[config.mk]
export PLATFORM = sky130hd
export DESIGN_NAME = standby_mode_sequencer
export DESIGN_NICKNAME = d
export VERILOG_FILES = /design/src/rtl/sb_pkg.sv /design/src/rtl/standby_mode_sequencer.sv /design/src/rtl/sb_wait_timer.sv /design/src/rtl/sb_clock_decode.sv
export SDC_FILE = /design/constraint.sdc
export NUM_CORES = 1
export LEC_CHECK = 0
export BUFFER_PORTS_ARGS = -buffer_cell sky130_fd_sc_hd__buf_4
export CAP_MARGIN = 25
export CORE_MARGIN = 2
export CORE_UTILIZATION = 57
export DETAILED_ROUTE_END_ITERATION = 7
export GPL_ROUTABILITY_DRIVEN = 0
export PLACE_DENSITY = 0.95
export SLEW_MARGIN = 15
export SYNTH_ARGS = -nofsm -noshare
export SYNTH_HDL_FRONTEND = slang
export SYNTH_HIERARCHICAL = 1
export SYNTH_SLANG_ARGS = --single-unit
export TNS_END_PERCENT = 10
[constraint.sdc]
create_clock -name clk_i -period 6.68 [get_ports clk_i]
set_input_delay 1.002 -clock clk_i [delete_from_list [all_inputs] [get_ports clk_i]]
set_output_delay 1.002 -clock clk_i [all_outputs]
set_load 0.1 [all_outputs]
[src/rtl/sb_pkg.sv]
// Constants and types of the standby mode sequencer
package sb_pkg;
   localparam int CNT_W = 20;
   localparam int CLK_NS = 4;
   localparam int FLASH_US = 150;
   localparam int FLASH_CYC = FLASH_US * 1000 / CLK_NS;
   localparam int FLASH_SCLK_MAIN = 10;
   localparam int FLASH_SCLK_SUB = 2;
   localparam int FLASH_MCLK = 6;
   localparam int SCLK_CYC = 1;
   localparam int MCLK_CYC = 1;
   localparam int MAIN_OSC_STAB = 2048;
   localparam int MAIN_CR_STAB = 256;
   localparam int SUB_OSC_STAB = 4096;
   localparam int SUB_CR_STAB = 512;
   localparam logic [3:0] ADR_CTRL = 4'h0;
   localparam logic [3:0] ADR_CTRL2 = 4'h4;
   localparam logic [3:0] ADR_CLKSEL = 4'h8;
   localparam logic [3:0] ADR_STATUS = 4'hc;
   localparam int BIT_SLEEP = 0;
   localparam int BIT_STOP = 1;
   localparam int BIT_WATCH = 2;
   localparam int BIT_DSTBY = 0;
   localparam int BIT_FLASH_BUSY = 4;
   localparam int BIT_OSC_BUSY = 5;
   localparam logic [2:0] SCM_SUB = 3'h0;
   localparam logic [2:0] SCM_SUBCR = 3'h4;
   localparam logic [2:0] SCM_MAINCR = 3'h2;
   localparam logic [2:0] SCM_MAIN = 3'h6;
   localparam logic [2:0] SCM_PLL = 3'h7;
   localparam logic [2:0] CLK_SEL_RST = SCM_MAINCR;
   localparam logic DSTBY_RST = 1'b0;
   typedef enum logic [2:0] {
      ST_BOOT, ST_RUN, ST_SLEEP, ST_STOP, ST_TBT, ST_WATCH, ST_OSC_WAIT, ST_FLASH
   } state_e;
   typedef struct packed {
      logic cpu;
      logic wdt;
      logic periph;
      logic main_osc;
      logic sub_osc;
      logic sub_cr;
      logic hw_wdt;
   } clk_en_s;
endpackage : sb_pkg

[src/rtl/standby_mode_sequencer.sv]
// Standby mode sequencer with Wishbone register access
`timescale 1ns/1ns
module standby_mode_sequencer #(
   parameter int FLASH_CYC_P = sb_pkg::FLASH_CYC,
   parameter int SCLK_CYC_P = sb_pkg::SCLK_CYC,
   parameter int MCLK_CYC_P = sb_pkg::MCLK_CYC,
   parameter int MAIN_OSC_STAB_P = sb_pkg::MAIN_OSC_STAB,
   parameter int MAIN_CR_STAB_P = sb_pkg::MAIN_CR_STAB,
   parameter int SUB_OSC_STAB_P = sb_pkg::SUB_OSC_STAB,
   parameter int SUB_CR_STAB_P = sb_pkg::SUB_CR_STAB
) (
   input wire logic clk_i,
   input wire logic rst_i,
   input wire logic wb_cyc_i,
   input wire logic wb_stb_i,
   input wire logic wb_we_i,
   input wire logic [3:0] wb_adr_i,
   input wire logic [3:0] wb_sel_i,
   input wire logic [31:0] wb_dat_i,
   output logic [31:0] wb_dat_o,
   output logic wb_ack_o,
   input wire logic [2:0] clk_mode_i,
   input wire logic periph_irq_i,
   input wire logic ext_irq_i,
   input wire logic ram_exec_i,
   input wire logic wdt_standby_i,
   output logic [2:0] clk_sel_o,
   output sb_pkg::clk_en_s clk_en_o
);
   import sb_pkg::*;

   localparam int BOOT_STAB =
      (MAIN_CR_STAB_P > SUB_CR_STAB_P) ? MAIN_CR_STAB_P : SUB_CR_STAB_P;
   localparam int FLASH_MAIN_CYC =
      FLASH_SCLK_MAIN * SCLK_CYC_P + FLASH_CYC_P + FLASH_MCLK * MCLK_CYC_P;
   localparam int FLASH_SUB_CYC =
      FLASH_SCLK_SUB * SCLK_CYC_P + FLASH_CYC_P + FLASH_MCLK * MCLK_CYC_P;

   state_e state_ff;
   state_e nxt_state;
   logic ack_ff;
   logic [31:0] rdata_ff;
   logic [31:0] nxt_rdata;
   logic dstby_dis_ff;
   logic [2:0] clk_sel_ff;
   clk_en_s clk_en_ff;
   clk_en_s nxt_clk_en;

   logic req;
   logic wr_ctrl;
   logic wr_ctrl2;
   logic wr_clksel;
   logic sub_mode;
   logic main_mode;
   logic wake;
   logic need_flash;
   logic osc_load;
   logic flash_load;
   logic osc_busy;
   logic flash_busy;
   logic [CNT_W-1:0] osc_cnt;
   logic [CNT_W-1:0] flash_cnt;

   // Bus decode; writes take effect on the edge where ack is seen
   assign req = wb_cyc_i & wb_stb_i;
   assign wr_ctrl = req & ack_ff & wb_we_i & wb_sel_i[0] & (wb_adr_i == ADR_CTRL);
   assign wr_ctrl2 = req & ack_ff & wb_we_i & wb_sel_i[0] & (wb_adr_i == ADR_CTRL2);
   assign wr_clksel = req & ack_ff & wb_we_i & wb_sel_i[0] & (wb_adr_i == ADR_CLKSEL);

   assign sub_mode = (clk_mode_i == SCM_SUB) | (clk_mode_i == SCM_SUBCR);
   assign main_mode = (clk_mode_i == SCM_MAIN) | (clk_mode_i == SCM_MAINCR) |
                      (clk_mode_i == SCM_PLL);
   assign wake = periph_irq_i | ext_irq_i;
   assign need_flash = ~dstby_dis_ff & ~ram_exec_i;

   // Flash recovery length depends on the clock family in use
   always_comb begin
      if (sub_mode) begin
         flash_cnt = CNT_W'(FLASH_SUB_CYC);
      end else begin
         flash_cnt = CNT_W'(FLASH_MAIN_CYC);
      end
   end

   // Stabilization time of the oscillator that must restart
   always_comb begin
      if (state_ff == ST_BOOT) begin
         osc_cnt = CNT_W'(BOOT_STAB);
      end else if (clk_mode_i == SCM_MAIN) begin
         osc_cnt = CNT_W'(MAIN_OSC_STAB_P);
      end else if (clk_mode_i == SCM_SUB) begin
         osc_cnt = CNT_W'(SUB_OSC_STAB_P);
      end else if (clk_mode_i == SCM_SUBCR) begin
         osc_cnt = CNT_W'(SUB_CR_STAB_P);
      end else begin
         osc_cnt = CNT_W'(MAIN_CR_STAB_P);
      end
   end

   // Timers load on the edge that leaves the boot or standby state
   always_comb begin
      osc_load = 1'b0;
      flash_load = 1'b0;
      unique case (state_ff)
         ST_BOOT: begin
            osc_load = 1'b1;
            flash_load = need_flash;
         end
         ST_STOP: begin
            osc_load = ext_irq_i;
            flash_load = ext_irq_i & need_flash;
         end
         ST_SLEEP, ST_TBT, ST_WATCH: begin
            flash_load = wake & need_flash;
         end
         default: begin
            osc_load = 1'b0;
         end
      endcase
   end

   sb_wait_timer u_osc_timer (
      .clk_i(clk_i),
      .rst_i(rst_i),
      .load_i(osc_load),
      .count_i(osc_cnt),
      .busy_o(osc_busy)
   );

   sb_wait_timer u_flash_timer (
      .clk_i(clk_i),
      .rst_i(rst_i),
      .load_i(flash_load),
      .count_i(flash_cnt),
      .busy_o(flash_busy)
   );

   // Standby requests only count while the CPU runs; stop wins, then watch
   always_comb begin
      nxt_state = state_ff;
      unique case (state_ff)
         ST_BOOT: begin
            nxt_state = ST_OSC_WAIT;
         end
         ST_RUN: begin
            if (wr_ctrl && wb_dat_i[BIT_STOP]) begin
               nxt_state = ST_STOP;
            end else if (wr_ctrl && wb_dat_i[BIT_WATCH] && sub_mode) begin
               nxt_state = ST_WATCH;
            end else if (wr_ctrl && wb_dat_i[BIT_WATCH] && main_mode) begin
               nxt_state = ST_TBT;
            end else if (wr_ctrl && wb_dat_i[BIT_SLEEP]) begin
               nxt_state = ST_SLEEP;
            end
         end
         ST_SLEEP, ST_TBT, ST_WATCH: begin
            if (wake) begin
               nxt_state = need_flash ? ST_FLASH : ST_RUN;
            end
         end
         ST_STOP: begin
            if (ext_irq_i) begin
               nxt_state = ST_OSC_WAIT;
            end
         end
         ST_OSC_WAIT: begin
            if (!osc_busy) begin
               nxt_state = flash_busy ? ST_FLASH : ST_RUN;
            end
         end
         ST_FLASH: begin
            if (!flash_busy) begin
               nxt_state = ST_RUN;
            end
         end
         default: begin
            nxt_state = ST_BOOT;
         end
      endcase
   end

   always_ff @(posedge clk_i) begin
      if (rst_i) begin
         state_ff <= ST_BOOT;
      end else begin
         state_ff <= nxt_state;
      end
   end

   // Enables are registered from the next state so they change with it
   sb_clock_decode u_decode (
      .state_i(nxt_state),
      .wdt_standby_i(wdt_standby_i),
      .en_o(nxt_clk_en)
   );

   always_ff @(posedge clk_i) begin
      if (rst_i) begin
         clk_en_ff <= '0;
      end else begin
         clk_en_ff <= nxt_clk_en;
      end
   end

   // Clock select returns to main CR on every reset
   always_ff @(posedge clk_i) begin
      if (rst_i) begin
         clk_sel_ff <= CLK_SEL_RST;
      end else if (wr_clksel) begin
         clk_sel_ff <= wb_dat_i[2:0];
      end
   end

   // Deep standby is the default after reset
   always_ff @(posedge clk_i) begin
      if (rst_i) begin
         dstby_dis_ff <= DSTBY_RST;
      end else if (wr_ctrl2) begin
         dstby_dis_ff <= wb_dat_i[BIT_DSTBY];
      end
   end

   // Request bits are self-clearing and read back as zero
   always_comb begin
      nxt_rdata = '0;
      unique case (wb_adr_i)
         ADR_CTRL2: begin
            nxt_rdata[BIT_DSTBY] = dstby_dis_ff;
         end
         ADR_CLKSEL: begin
            nxt_rdata[2:0] = clk_sel_ff;
         end
         ADR_STATUS: begin
            nxt_rdata[2:0] = state_ff;
            nxt_rdata[BIT_FLASH_BUSY] = flash_busy;
            nxt_rdata[BIT_OSC_BUSY] = osc_busy;
         end
         default: begin
            nxt_rdata = '0;
         end
      endcase
   end

   // One wait state; unmapped addresses are acked with zero data
   always_ff @(posedge clk_i) begin
      if (rst_i) begin
         ack_ff <= 1'b0;
      end else begin
         ack_ff <= req & ~ack_ff;
      end
   end

   always_ff @(posedge clk_i) begin
      if (rst_i) begin
         rdata_ff <= '0;
      end else if (req && !ack_ff) begin
         rdata_ff <= nxt_rdata;
      end
   end

   assign wb_ack_o = ack_ff;
   assign wb_dat_o = rdata_ff;
   assign clk_sel_o = clk_sel_ff;
   assign clk_en_o = clk_en_ff;
endmodule : standby_mode_sequencer

[src/rtl/sb_wait_timer.sv]
// Loadable down-counter timing one wait
`timescale 1ns/1ns
module sb_wait_timer (
   input wire logic clk_i,
   input wire logic rst_i,
   input wire logic load_i,
   input wire logic [sb_pkg::CNT_W-1:0] count_i,
   output logic busy_o
);
   import sb_pkg::*;

   logic [CNT_W-1:0] cnt_ff;

   // Busy for exactly count_i cycles after the load edge
   always_ff @(posedge clk_i) begin
      if (rst_i) begin
         cnt_ff <= '0;
      end else if (load_i) begin
         cnt_ff <= count_i;
      end else if (cnt_ff != '0) begin
         cnt_ff <= cnt_ff - 1'b1;
      end
   end

   assign busy_o = (cnt_ff != '0);
endmodule : sb_wait_timer

[src/rtl/sb_clock_decode.sv]
// Clock enables belonging to each sequencer state
`timescale 1ns/1ns
module sb_clock_decode (
   input wire sb_pkg::state_e state_i,
   input wire logic wdt_standby_i,
   output sb_pkg::clk_en_s en_o
);
   import sb_pkg::*;

   always_comb begin
      en_o = '0;
      en_o.sub_cr = wdt_standby_i;
      en_o.hw_wdt = wdt_standby_i;
      unique case (state_i)
         ST_RUN: begin
            en_o = '1;
         end
         ST_SLEEP, ST_FLASH: begin
            en_o.periph = 1'b1;
            en_o.main_osc = 1'b1;
            en_o.sub_osc = 1'b1;
         end
         ST_TBT: begin
            en_o.main_osc = 1'b1;
            en_o.sub_osc = 1'b1;
         end
         ST_WATCH: begin
            en_o.sub_osc = 1'b1;
         end
         ST_STOP: begin
            en_o.main_osc = 1'b0;
         end
         ST_BOOT, ST_OSC_WAIT: begin
            en_o.main_osc = 1'b1;
            en_o.sub_osc = 1'b1;
            en_o.sub_cr = 1'b1;
         end
      endcase
   end
endmodule : sb_clock_decode

==> flow_summary.rst <==
.. list-table::
   :header-rows: 1

   * - Metric
     - Value
   * - Run status
     - completed
   * - 1st-pass router iterations
     - 5
   * - Commonest non-fill, non-tap cell in the layout
     - sky130_fd_sc_hd__conb_1
   * - Setup-violating endpoint count in the final report
     - 0
   * - Sequential-to-total area share from yosys stat
     - 0.333
   * - Yosys warning total
     - 6
   * - Worst-skew pair later-pin latency
     - 0.34 ns
   * - Share of the cycle needed by the critical path after routing
     - 0.539
   * - Post-synthesis average cell area
     - 8.06 µm²
   * - Simple-gate portion of the synthesized area
     - 0.308
   * - Compound-cell area share of the yosys netlist
     - 0.144
   * - Flip-flop and latch count after synthesis
     - 60
   * - Gr ovfl total
     - 0
   * - GRT Max-Usage Layer
     - met2
   * - Fmax
     - 0.278 GHz
   * - Number of port buffers
     - 35
   * - Number of nets in the final layout
     - 566
   * - Worst EP required
     - 6.90 ns
   * - Crit Path Category
     - reg2reg
   * - Global-route wire length before repair
     - 13500 µm
   * - DR DRC count
     - 0
   * - HPWL Detailed
     - 5790 µm
   * - Share of flip-flops with an asynchronous set or reset after synthesis
     - 0
   * - Arrival time reported for the critical path endpoint
     - 3.82 ns
   * - Met2 capacity usage during global routing
     - 0.412
   * - Maximum clock path buffer count
     - 2
   * - Clock transition at the registers of the reported paths
     - 0.06 ns
   * - Vias in the first global route
     - 3239
   * - Mux share of post-synthesis cell area
     - 0.0201
   * - Number of primary I/O pins
     - 95
   * - Cell chosen for the clock root
     - sky130_fd_sc_hd__clkbuf_8
   * - Final setup margin
     - 3.08 ns
   * - Most frequent cells in the layout
     - sky130_fd_sc_hd__conb_1, sky130_fd_sc_hd__dfxtp_1, sky130_fd_sc_hd__nand2_1
   * - Number of flops mapped to enable cells by yosys
     - 0
   * - Signed area change from the synthesized netlist to the final layout
     - 14.3%
   * - Static leakage
     - 1.69 nW
   * - Unique masters post-synth
     - 60
   * - Total power density per cell area
     - 520 mW/mm²
   * - Antenna Violating Nets Remaining
     - 0
   * - Post-Route Skew
     - 0.00511 ns
   * - Setup repair bufs after CTS
     - 0
   * - Measured slew at the worst slew-check pin
     - 0.799 ns
   * - Die width
     - 83.6 µm
   * - Leading register cell type out of synthesis
     - sky130_fd_sc_hd__dfxtp_1
   * - Vertical die dimension
     - 83.6 µm
   * - TritonCTS Buffers
     - 9
   * - Fillers
     - 496
   * - Reported max-cap violation count
     - 0
   * - Unrepaired setup endpoints after global routing
     - no
   * - Post-detailed-routing wire length
     - 7870 µm
   * - Accumulated negative setup slack
     - 0 ns
   * - R2R setup slack
     - 3.08 ns
   * - Number of antenna violations at the first check in global routing
     - 0
   * - Post-synth design cell area
     - 0.00361 mm²
   * - Post-route non-filler standard cell count
     - 591
   * - Htree depth
     - 3
   * - Adder-cell area share of the yosys netlist
     - 0.0139
   * - Via count
     - 3256
   * - Nature of the critical path endpoint
     - register
   * - Total routing usage reported by global routing
     - 0.233
   * - Instance count of the mapped netlist
     - 448
   * - Worst supply voltage drop on vdd
     - 0.398 mV
   * - TritonCTS Sinks
     - 60
   * - Routed len/inst
     - 13.3 µm
   * - Share of post-route cells with drive strength above 1
     - 0.152
   * - Fin. max-slew vios
     - 0
   * - Number of cell rows
     - 29
   * - Tmin final
     - 3.60 ns
   * - Resize count post-CTS
     - 0
   * - Number of hold buffers added after CTS
     - 0
   * - Type of origin of the critical path
     - register
   * - Starting density of the core
     - 0.579
   * - TritonCTS clock tree
     - built
   * - Xor/xnor cell area share of the yosys netlist
     - 0.0824
   * - Area of the die
     - 0.00699 mm²
   * - Placed Cells incl. Taps
     - 576
   * - Final Total Pwr
     - 0.00215 W
   * - Biggest fanout along the worst timing path
     - 12
   * - M3 GR Usage
     - 0.0772
   * - Area inside the core boundary
     - 0.00624 mm²
   * - Final Hold Viols
     - 0
   * - Combinational family with the most area after synthesis
     - simple AND/OR/NAND/NOR gates
   * - Pin count of the biggest net entering global routing
     - 42
   * - Hold Crit Class
     - reg2reg
   * - Setup slack after placement
     - 3.13 ns
   * - Initial detailed-routing violation count
     - 237
   * - Worst rel slew slack
     - 0.465
   * - Routed via count divided by cell count
     - 5.51
   * - Met1 GRT Util
     - 0.256
   * - ANT cells
     - 0
-- path summary, 6_finish.rpt --
path | from | end | cells after the start
worst max-delay path | u_flash_timer/cnt_ff[0] | clk_en_o[1] | 12
worst min-delay path | wb_dat_o[4] | wb_dat_o[4] | 2
worst max register to register | u_flash_timer/cnt_ff[0] | clk_en_o[1] | 12
worst min register to register | wb_dat_o[4] | wb_dat_o[4] | 2
-- sequential cells by signal (all words and copies together), names as in the netlist --
register and count:
u_osc_timer/cnt_ff 20, clk_en_o 7, wb_dat_o 5, clk_sel_o 3, state_ff 3, wb_ack_o 1, dstby_dis_ff 1, u_flash_timer/cnt_ff 20
-- cells in the mapped netlist (3+ instances only) --
library cell,count,area share
sky130_fd_sc_hd__dfxtp_1,60,0.33
sky130_fd_sc_hd__mux2i_1,5,0.014
sky130_fd_sc_hd__nand2_1,54,0.056
sky130_fd_sc_hd__xnor2_1,9,0.022
sky130_fd_sc_hd__nand4b_1,3,0.0073
sky130_fd_sc_hd__nor2b_1,11,0.019
sky130_fd_sc_hd__buf_2,3,0.0042
sky130_fd_sc_hd__nor2_1,30,0.031
sky130_fd_sc_hd__or3_1,4,0.0069
sky130_fd_sc_hd__or2_2,6,0.010
sky130_fd_sc_hd__nand2b_1,3,0.0052
sky130_fd_sc_hd__buf_4,30,0.062
sky130_fd_sc_hd__o22ai_1,4,0.0069
sky130_fd_sc_hd__inv_1,11,0.011
sky130_fd_sc_hd__nand4_1,5,0.0087
sky130_fd_sc_hd__a22oi_1,3,0.0062
sky130_fd_sc_hd__a211oi_1,3,0.0062
sky130_fd_sc_hd__nand3b_1,5,0.010
sky130_fd_sc_hd__a21oi_1,21,0.029
sky130_fd_sc_hd__or3b_2,4,0.0097
sky130_fd_sc_hd__nor4_1,8,0.014
sky130_fd_sc_hd__xor2_1,25,0.061
sky130_fd_sc_hd__nand3_1,26,0.036
sky130_fd_sc_hd__o21ai_0,28,0.039
sky130_fd_sc_hd__nor3b_1,3,0.0062
sky130_fd_sc_hd__ha_1,4,0.014
sky130_fd_sc_hd__a31oi_1,3,0.0052
sky130_fd_sc_hd__clkbuf_1,10,0.010
sky130_fd_sc_hd__nor3_1,17,0.024
-- layer usage --
| layer | up-vias | share of wire |
|---|---|---|
| met2 | 91 | 0.53 |
| li1 | 1608 | - |
| met5 | - | 0 |
| met1 | 1546 | 0.41 |
| met4 | 0 | 0.0097 |
| met3 | 11 | 0.056 |
-- cells by family after synthesis --
kind of cell               count (synthesis)
AOI/OAI and AO/OA                         84
other                                      2
and+or+nand+nor                          199
buffers and inverters                     58
xor gates and xnor gates                  34
adders and majority gates                  4
DFF                                       60
muxes                                      7
-- stage by stage --
stage | utilization | instance area [µm²] | hold WS [ns]
2_1_floorplan | - | 3840 | 0.476
3_3_place_gp | 0.626 | 3910 | 0.449
3_5_place_dp | 0.626 | 3910 | 0.456
4_1_cts | 0.662 | 4130 | 0.465
5_1_grt | 0.662 | 4130 | 0.490
6_report | 0.662 | 4130 | 0.460
-- where the power goes --
part / switching, W / leakage (nW) / total, W / internal, W
sequential: 0.000174 / 0.494 / 0.000661 / 0.000487
clock: 0.000138 / 0.111 / 0.000366 / 0.000227
combinational: 0.000685 / 1.08 / 0.00112 / 0.000436
-- area by class of cell --
class	count	area [µm²]	share of cell area
inverters	13	48.8	0.0118
clock inverters	4	72.6	0.0176
repair buffers	36	270	0.0655
multi-input cells	390	2290	0.554
flip-flops and latches	60	1200	0.291
clock buffers	11	151	0.0367
well taps	77	96.3	0.0233
-- worst max-delay path, stage by stage (launching register included) --
cell and delay, ns:
sky130_fd_sc_hd__dfxtp_1 0.32, sky130_fd_sc_hd__inv_1 0.11, sky130_fd_sc_hd__ha_1 0.18, sky130_fd_sc_hd__nor4b_1 0.30, sky130_fd_sc_hd__nand4_1 0.16, sky130_fd_sc_hd__or3_1 0.57
sky130_fd_sc_hd__or3b_2 0.54, sky130_fd_sc_hd__o2111a_1 0.16, sky130_fd_sc_hd__a31oi_1 0.21, sky130_fd_sc_hd__nand2_1 0.22, sky130_fd_sc_hd__and3b_1 0.22, sky130_fd_sc_hd__or3_1 0.33
sky130_fd_sc_hd__nor2b_1 0.13
(Power assumes the default switching activity.)
